**src/rtl/sapc_pkg.sv**
```systemverilog
// package of constants and types for the scroll area and pump command logic
// Behaviour
// host keeps off display memory while scrolling
// host leaves scroll setup alone while scrolling
// vertical area command takes three bytes
// scrolling rows not above row multiplex ratio
// frame = osc / (divide * row clocks * 64)
// reset: divide one, row period 54 clocks
// pump command 8D, parameter bit 2 enables
// host sends 8D, 14h, then display on
// command select low means command write
// host reprograms command registers after reset
// activate scroll uses latest setup parameters
// deactivate scroll halts scrolling motion
// multi-byte settings apply after final byte
package sapc_pkg;
  // ----------------------------------------------------------------
  // register map, byte addresses on the bus
  // ----------------------------------------------------------------
  localparam logic [7:0] SAPC_OFS_BYTE = 8'h00; // command/data byte entry
  localparam logic [7:0] SAPC_OFS_STAT = 8'h04; // state and sticky flags
  localparam logic [7:0] SAPC_OFS_AREA = 8'h08; // vertical area and timing
  // byte entry fields
  localparam int SAPC_BYTE_DC_POS = 8; // 0 command, 1 display data
  // status fields
  localparam int SAPC_ST_SCROLL_POS = 0;
  localparam int SAPC_ST_SETUP_POS = 1;
  localparam int SAPC_ST_PUMPSEL_POS = 2;
  localparam int SAPC_ST_DISP_POS = 3;
  localparam int SAPC_ST_PUMPON_POS = 4;
  localparam int SAPC_ST_BUSY_POS = 5;
  localparam int SAPC_ST_RAMERR_POS = 8;
  localparam int SAPC_ST_SETERR_POS = 9;
  localparam int SAPC_ST_AREAERR_POS = 10;
  // area register fields
  localparam int SAPC_AR_FIX_POS = 0;
  localparam int SAPC_AR_ROWS_POS = 8;
  localparam int SAPC_AR_DIV_POS = 16;
  // ----------------------------------------------------------------
  // command codes
  // ----------------------------------------------------------------
  localparam logic [7:0] SAPC_CMD_SCROLL_OFF = 8'h2e;
  localparam logic [7:0] SAPC_CMD_SCROLL_ON = 8'h2f;
  localparam logic [7:0] SAPC_CMD_VAREA = 8'ha3;
  localparam logic [7:0] SAPC_CMD_PUMP = 8'h8d;
  localparam logic [7:0] SAPC_CMD_DISP_ON = 8'haf;
  localparam logic [7:0] SAPC_CMD_DISP_OFF = 8'hae;
  localparam logic [7:0] SAPC_CMD_CLKDIV = 8'hd5;
  localparam logic [7:0] SAPC_CMD_HS_R = 8'h26;
  localparam logic [7:0] SAPC_CMD_HS_L = 8'h27;
  localparam logic [7:0] SAPC_CMD_VHS_R = 8'h29;
  localparam logic [7:0] SAPC_CMD_VHS_L = 8'h2a;
  localparam logic [2:0] SAPC_NPAR_HS = 3'h6; // horizontal setup parameters
  localparam logic [2:0] SAPC_NPAR_VHS = 3'h5; // diagonal setup parameters
  localparam logic [2:0] SAPC_NPAR_VAREA = 3'h2; // area command parameters
  localparam logic [2:0] SAPC_NPAR_ONE = 3'h1; // pump and divider
  localparam int SAPC_PUMP_EN_BIT = 2;
  // ----------------------------------------------------------------
  // reset values and timing
  // ----------------------------------------------------------------
  localparam logic [4:0] SAPC_RST_DIV = 5'h01; // divide ratio after reset
  localparam logic [5:0] SAPC_ROW_CLKS = 6'h36; // 54 display clocks per row
  localparam logic [6:0] SAPC_FRAME_ROWS = 7'h40; // 64 rows per frame
  localparam logic [6:0] SAPC_RST_MUX = 7'h40; // default row multiplex ratio
  localparam logic [6:0] SAPC_RST_VROWS = 7'h40;
  localparam logic [5:0] SAPC_RST_VFIX = 6'h00;
  // ----------------------------------------------------------------
  // types
  // ----------------------------------------------------------------
  typedef enum logic [1:0] {
    SAPC_IDLE = 2'b01, // waiting for a command code
    SAPC_PARAM = 2'b10 // collecting parameter bytes
  } sapc_state_e;
endpackage

```
**src/rtl/sapc_top.sv**
```systemverilog
// command interpreter for scrolling, vertical area, frame timing and pump
//
// The register offsets and the AHB-Lite slave port were chosen for this implementation.
module sapc_top #(
  parameter logic [6:0] ROW_MUX = sapc_pkg::SAPC_RST_MUX // row multiplex ratio
) (
  input wire logic CLK_SYS_I, // 100 MHz clock, also the display oscillator
  input wire logic RESETN_I, // asynchronous reset, active low
  input wire logic HSEL_I, // slave select
  input wire logic [31:0] HADDR_I, // byte address
  input wire logic [1:0] HTRANS_I, // transfer type
  input wire logic HWRITE_I, // write when high
  input wire logic [2:0] HSIZE_I, // word transfers only
  input wire logic HREADY_I, // bus ready
  input wire logic [31:0] HWDATA_I, // write data
  output logic HREADYOUT_O, // ready from one clock after the synchronised reset releases, then always
  output logic HRESP_O, // always OKAY
  output logic [31:0] HRDATA_O, // read data
  output logic SCROLL_ACTIVE_O, // scrolling motion running
  output logic PUMP_ON_O, // charge pump running
  output logic FRAME_TICK_O // one-cycle pulse per frame
);
  import sapc_pkg::*;

  // refused at elaboration: the area limit cannot exceed the rows of a frame
  if (ROW_MUX == 7'h00 || ROW_MUX > SAPC_FRAME_ROWS) begin : g_mux_check
    $error("ROW_MUX out of range");
  end

  // ----------------------------------------------------------------
  // reset release
  // ----------------------------------------------------------------
  logic [1:0] rst_sync_reg; // two-stage release of the reset
  logic rst_n; // synchronised reset used by the rest of the block
  always_ff @(posedge CLK_SYS_I or negedge RESETN_I) begin
    if (!RESETN_I) begin
      rst_sync_reg <= 2'b00;
    end else begin
      rst_sync_reg <= {rst_sync_reg[0], 1'b1};
    end
  end
  assign rst_n = rst_sync_reg[1];

  // ----------------------------------------------------------------
  // state
  // ----------------------------------------------------------------
  typedef struct packed {
    sapc_state_e state; // command parser state
    logic [7:0] opcode; // command collecting parameters
    logic [2:0] left; // parameter bytes still due
    logic [7:0] p0; // first parameter held until the last arrives
    logic scroll; // scrolling active
    logic setup; // a scroll setup has completed
    logic pump_sel; // pump enable setting
    logic disp; // display on
    logic pump_on; // pump running
    logic [5:0] vfix; // fixed top rows
    logic [6:0] vrows; // rows in the scroll area
    logic [4:0] div; // clock divide ratio, 1 to 16
    logic ram_err; // display data sent while scrolling
    logic set_err; // scroll setup sent while scrolling
    logic area_err; // area rows above row multiplex ratio
    logic [4:0] dcnt; // oscillator clocks within a display clock
    logic [5:0] kcnt; // display clocks within a row
    logic [6:0] rcnt; // rows within a frame
    logic frame; // frame pulse
    logic wr_pend; // write data phase pending
    logic [7:0] addr; // latched address of the write
    logic [31:0] rdata; // read data for the data phase
    logic ready; // bus ready out
    logic resp; // bus response, kept in a flop so the output is registered
  } sapc_s;

  sapc_s st_reg;
  sapc_s st_next;

  // parameter count that follows a command code, zero for single bytes
  function automatic logic [2:0] npar(input logic [7:0] code);
    if (code == SAPC_CMD_HS_R || code == SAPC_CMD_HS_L) begin
      npar = SAPC_NPAR_HS;
    end else if (code == SAPC_CMD_VHS_R || code == SAPC_CMD_VHS_L) begin
      npar = SAPC_NPAR_VHS;
    end else if (code == SAPC_CMD_VAREA) begin
      npar = SAPC_NPAR_VAREA;
    end else if (code == SAPC_CMD_PUMP || code == SAPC_CMD_CLKDIV) begin
      npar = SAPC_NPAR_ONE;
    end else begin
      npar = 3'h0;
    end
  endfunction

  // horizontal or diagonal scroll setup code
  function automatic logic is_setup(input logic [7:0] code);
    is_setup = (npar(code) == SAPC_NPAR_HS) || (npar(code) == SAPC_NPAR_VHS);
  endfunction

  logic addr_ph; // address phase accepted this cycle
  logic byte_wr; // a byte is written into the entry register
  logic stat_wr; // a write to the status register
  logic [7:0] wbyte; // the byte written
  logic wdc; // its command select
  logic last; // final parameter byte of the command

  // ----------------------------------------------------------------
  // next-state logic
  // ----------------------------------------------------------------
  always_comb begin
    st_next = st_reg;
    addr_ph = HSEL_I && HTRANS_I[1] && HREADY_I;
    byte_wr = st_reg.wr_pend && (st_reg.addr == SAPC_OFS_BYTE);
    stat_wr = st_reg.wr_pend && (st_reg.addr == SAPC_OFS_STAT);
    wbyte = HWDATA_I[7:0];
    wdc = HWDATA_I[SAPC_BYTE_DC_POS];
    st_next.ready = 1'b1;
    st_next.resp = 1'b0; // every transfer answers OKAY
    st_next.wr_pend = addr_ph && HWRITE_I;
    st_next.frame = 1'b0;
    // write-one clears sticky flags; a new event below still wins
    if (stat_wr) begin
      if (HWDATA_I[SAPC_ST_RAMERR_POS]) st_next.ram_err = 1'b0;
      if (HWDATA_I[SAPC_ST_SETERR_POS]) st_next.set_err = 1'b0;
      if (HWDATA_I[SAPC_ST_AREAERR_POS]) st_next.area_err = 1'b0;
    end
    if (addr_ph) begin
      st_next.addr = HADDR_I[7:0];
    end
    // read data prepared at the address phase, zero where nothing is mapped
    st_next.rdata = 32'h0000_0000;
    if (addr_ph && !HWRITE_I) begin
      if (HADDR_I[7:0] == SAPC_OFS_STAT) begin
        st_next.rdata[SAPC_ST_SCROLL_POS] = st_reg.scroll;
        st_next.rdata[SAPC_ST_SETUP_POS] = st_reg.setup;
        st_next.rdata[SAPC_ST_PUMPSEL_POS] = st_reg.pump_sel;
        st_next.rdata[SAPC_ST_DISP_POS] = st_reg.disp;
        st_next.rdata[SAPC_ST_PUMPON_POS] = st_reg.pump_on;
        st_next.rdata[SAPC_ST_BUSY_POS] = (st_reg.state == SAPC_PARAM);
        st_next.rdata[SAPC_ST_RAMERR_POS] = st_reg.ram_err;
        st_next.rdata[SAPC_ST_SETERR_POS] = st_reg.set_err;
        st_next.rdata[SAPC_ST_AREAERR_POS] = st_reg.area_err;
      end else if (HADDR_I[7:0] == SAPC_OFS_AREA) begin
        st_next.rdata[SAPC_AR_FIX_POS +: 6] = st_reg.vfix;
        st_next.rdata[SAPC_AR_ROWS_POS +: 7] = st_reg.vrows;
        st_next.rdata[SAPC_AR_DIV_POS +: 5] = st_reg.div;
      end
    end
    last = (st_reg.left == 3'h1);
    // byte interpreter: command select low is a command write
    if (byte_wr && wdc) begin
      // display data while scrolling is dropped and flagged
      if (st_reg.scroll) st_next.ram_err = 1'b1;
    end else if (byte_wr) begin
      case (st_reg.state)
        SAPC_IDLE: begin
          if (npar(wbyte) != 3'h0) begin
            st_next.state = SAPC_PARAM;
            st_next.opcode = wbyte;
            st_next.left = npar(wbyte);
            // setup while scrolling is flagged and later discarded
            if (is_setup(wbyte) && st_reg.scroll) st_next.set_err = 1'b1;
          end else if (wbyte == SAPC_CMD_SCROLL_ON) begin
            st_next.scroll = st_reg.setup;
          end else if (wbyte == SAPC_CMD_SCROLL_OFF) begin
            st_next.scroll = 1'b0;
          end else if (wbyte == SAPC_CMD_DISP_ON) begin
            st_next.disp = 1'b1;
          end else if (wbyte == SAPC_CMD_DISP_OFF) begin
            st_next.disp = 1'b0;
          end
        end
        SAPC_PARAM: begin
          st_next.left = st_reg.left - 3'h1;
          if (st_reg.left == npar(st_reg.opcode)) st_next.p0 = wbyte;
          if (last) begin
            st_next.state = SAPC_IDLE;
            // settings change only on the final byte
            if (st_reg.opcode == SAPC_CMD_VAREA) begin
              st_next.vfix = st_reg.p0[5:0];
              st_next.vrows = wbyte[6:0];
              if (wbyte[6:0] > ROW_MUX) st_next.area_err = 1'b1;
            end else if (st_reg.opcode == SAPC_CMD_PUMP) begin
              st_next.pump_sel = wbyte[SAPC_PUMP_EN_BIT];
            end else if (st_reg.opcode == SAPC_CMD_CLKDIV) begin
              st_next.div = {1'b0, wbyte[3:0]} + 5'h01;
            end else if (!st_reg.scroll) begin
              st_next.setup = 1'b1; // latest setup replaces older
            end
          end
        end
        default: begin
          st_next.state = SAPC_IDLE;
        end
      endcase
    end
    // pump runs only with its enable set and the display on
    st_next.pump_on = st_reg.pump_sel && st_reg.disp;
    // frame timer: divide, then 54 clocks a row, then 64 rows
    st_next.dcnt = st_reg.dcnt + 5'h01;
    if (st_reg.dcnt + 5'h01 >= st_reg.div) begin
      st_next.dcnt = 5'h00;
      st_next.kcnt = st_reg.kcnt + 6'h01;
      if (st_reg.kcnt == SAPC_ROW_CLKS - 6'h01) begin
        st_next.kcnt = 6'h00;
        st_next.rcnt = st_reg.rcnt + 7'h01;
        if (st_reg.rcnt == SAPC_FRAME_ROWS - 7'h01) begin
          st_next.rcnt = 7'h00;
          st_next.frame = 1'b1;
        end
      end
    end
  end

  // ----------------------------------------------------------------
  // state register
  // ----------------------------------------------------------------
  always_ff @(posedge CLK_SYS_I or negedge rst_n) begin
    if (!rst_n) begin
      st_reg <= '0;
      st_reg.state <= SAPC_IDLE;
      st_reg.div <= SAPC_RST_DIV;
      st_reg.vrows <= SAPC_RST_VROWS;
      st_reg.vfix <= SAPC_RST_VFIX;
    end else begin
      st_reg <= st_next;
    end
  end

  assign HREADYOUT_O = st_reg.ready;
  assign HRESP_O = st_reg.resp;
  assign HRDATA_O = st_reg.rdata;
  assign SCROLL_ACTIVE_O = st_reg.scroll;
  assign PUMP_ON_O = st_reg.pump_on;
  assign FRAME_TICK_O = st_reg.frame;
endmodule

```
**config.mk**
```make
export PLATFORM = sky130hd
export DESIGN_NAME = sapc_top
export DESIGN_NICKNAME = d
export VERILOG_FILES = /design/src/rtl/sapc_pkg.sv /design/src/rtl/sapc_top.sv
export SDC_FILE = /design/constraint.sdc
export NUM_CORES = 1
export LEC_CHECK = 0
export BUFFER_PORTS_ARGS = -buffer_cell sky130_fd_sc_hd__buf_4
export CAP_MARGIN = 20
export CORE_MARGIN = 4
export CORE_UTILIZATION = 50
export DETAILED_ROUTE_END_ITERATION = 16
export MAX_ROUTING_LAYER = met4
export PLACE_DENSITY = 0.85
export SYNTH_ARGS = -nofsm -noshare
export SYNTH_HDL_FRONTEND = slang
export SYNTH_SLANG_ARGS = --single-unit
```
**constraint.sdc**
```tcl
create_clock -name CLK_SYS_I -period 7.5 [get_ports CLK_SYS_I]
set_clock_uncertainty 0.1 [all_clocks]
set_input_delay 0.375 -clock CLK_SYS_I [delete_from_list [all_inputs] [get_ports CLK_SYS_I]]
set_output_delay 0.375 -clock CLK_SYS_I [all_outputs]
set_load 0.02 [all_outputs]
```
==> results.txt <==
outcome -> finished, final reports clean
most frequent cell after synthesis -> dfrtp_1
combinational power share -> 0.067
most used flip-flop cell after synthesis -> dfrtp_1
CTS tree -> yes
critical path, cell by cell -> or3b_2 -> a211oi_1 -> a21oi_1 -> xnor2_1 -> nor4_4 -> mux2_2
cell count after synthesis -> 414
Clock power frac -> 0.370
Yosys cell types -> 55
R2R depth -> 6
WP data arrival -> 2830 ps
num ports -> 111
global-route wire length before repair -> 14700 um
Largest register FFs -> 70
Commonest cells post-synth -> dfrtp_1, mux2_2, buf_4
n_diodes -> 0
final hold violations -> 0
post-synth top area cell -> dfrtp_1
Crit Path Max Fanout -> 6
FF+latch count, synth -> 94
Net Switching -> 0.222 mW
root buf cell -> clkbuf_8
RR Endpoint -> st_reg[88]
global route overflow -> 0
initial antenna violation count -> 0
Slew @ Worst Pin -> 766 ps
internal reg-to-reg setup slack -> 4810 ps
synth top area cells -> dfrtp_1, mux2_2, buf_4, ha_1, nor2_1
Fillers -> 733
WHS -> 119 ps
clk slew on worst S/H paths -> 90 ps
Starting Density -> 0.521
maximum clock frequency -> 372 MHz
sequential power share -> 0.563
Pleak -> 2.47 nW
ANT nets after route -> 0
PwrDens -> 181 nW/um2
DIE WIDTH -> 104 um
WL final -> 8780 um
Critical Path RT -> 7640 ps
Final Cycle Share -> 0.359
total CTS buffers -> 9
setup TNS -> 0 ps
drt wl/cell -> 15.7 um
Bufs on Longest Clock Path -> 2
H-tree Lvls -> 3
critical path's largest stage delay -> 520 ps
Core Area -> 8890 um2
DR vias/cell -> 5.49
Max-Cap Viols -> 0
pin count of the biggest net entering global routing -> 93
Hold Path Origin -> HWDATA_I[8]
initial DRC count -> 154
class of the worst hold path -> in2reg
Startpoint Class -> register
Hold Path Stages -> 2
non-filler cells, final -> 560
FF/Latch Area -> 2360 um2
Tot Pwr -> 0.929 mW
Clk Latency, worst-skew pair -> 360 ps
RSZ-0062 raised after global routing -> false
DRC -> 0
Via Count -> 3073
# placed instances -> 541
final setup fails -> 0
sw frac -> 0.239
# nets final -> 538
Die Height -> 104 um
number of global-route vias before repair -> 3158
layout cells sized above 1 -> 0.261
CP Capture Type -> register
maximum VDD drop -> 0.100 mV
Crit-path slowest cell -> nor4_4
Cell Int Power -> 0.707 mW
All-Layer GR Usage -> 0.170
Max-slew headroom -> 0.486
area delta synth->final -> 10.5%
Synth Warn # -> 0
synthesized area -> 4640 um2
TritonCTS Sinks -> 94
num rows -> 34
Synth top area share -> 0.491
Final Core Density -> 0.576
RR Startpoint -> st_reg[103]
hold path endpoint -> st_reg[64]
Avg Inst Size Synth -> 11.2 um2
hpwl dp -> 6200 um
Die ar. -> 10900 um2
ys async rst share -> 1.00
area of the multi-input gates -> 1970 um2
# port buffers -> 46
gpl congestion -> 0.832
post-route minimum period -> 2690 ps
Slew Limit Fails -> 0
sequential fraction of the synthesis area -> 0.508
Initial DRT Pass Iterations -> 4
Crit Path Class -> reg2reg
EDFF count, synth -> 0
[cell families (layout without fill, tap and decap cells)]
group	Yosys count	count (layout)	synth area share
other cells	2	17	0.00162
simple gates	129	129	0.157
buf+inv	60	83	0.0794
flops	94	94	0.508
mux	43	43	0.106
xor+xnor	12	12	0.0227
compound gates	57	57	0.0793
fa+ha+maj	17	17	0.0459
[cell type report]
type,count,area share
inverter,16,0.0117
sequential,94,0.461
timing repair buffer,51,0.0786
clock buffer,12,0.0283
tap,108,0.0264
multi-input combinational,275,0.384
clock inverter,4,0.0103
[worst max-delay path, delay by kind of cell (launching register included)]
kind,cells,cell delay (ps)
xor gates and xnor gates,1,180
DFF,1,420
muxes,1,400
AOI/OAI and AO/OA,2,470
and+or+nand+nor,2,1010
[worst max path at each step]
stage | start | endpoint | slack, ps | cells after the start
floorplan | rst_sync_reg[1] | FRAME_TICK_O | 4590 | 0
global placement | st_reg[103] | st_reg[92] | 4890 | 6
detailed placement | st_reg[57] | st_reg[44] | 4850 | 7
CTS | st_reg[57] | st_reg[44] | 4840 | 7
global route | st_reg[103] | st_reg[88] | 4670 | 6
finish | st_reg[103] | st_reg[88] | 4810 | 6
[power by group through the flow]
stage | Clock, mW | Combinational [mW] | Sequential, mW
after detailed placement | 0 | 0.0607 | 0.533
after CTS | 0.350 | 0.0613 | 0.523
after global routing | 0.375 | 0.0695 | 0.525
final | 0.344 | 0.0626 | 0.523
after floorplan | 0 | 0.0372 | 0.538
after global placement | 0 | 0.0587 | 0.532
[metal layers]
layer / GRT usage / wire length, um
met5: - / 0
met1: 0.216 / 3870
met3: 0.0360 / 374
met2: 0.271 / 4350
met4: 0.0617 / 189
[what timing repair did]
action,4_1_cts,5_1_grt
setup buffers,0,0
endpoints found under the hold margin,2,0
resized for setup,0,0
hold buffers,1,0
setup endpoints to repair,0,0
[metrics by stage]
step	worst slack [ps]	instance area, um2
after floorplan	4590	4690
after global placement	4890	4880
after detailed placement	4850	4880
after CTS	4840	5090
after global routing	4670	5120
final	4810	5120
[placed cells by master, fill, tap and decap left out, types with 3 or more instances in the layout]
master	instances
nand2b_1	5
nor3b_1	3
o31ai_1	3
nand3_1	17
nor2b_1	6
a31oi_1	4
clkbuf_8	10
nor4_1	4
nor2_1	28
a22oi_1	9
dfrtp_1	90
buf_4	48
ha_1	17
a21o_1	3
conb_1	17
nand2_1	19
a21oi_1	8
inv_1	16
nor3_1	6
o21ai_0	16
and2_1	16
mux2_2	39
dfstp_2	3
and3_1	6
xnor2_1	10
(Power assumes the default switching activity.)
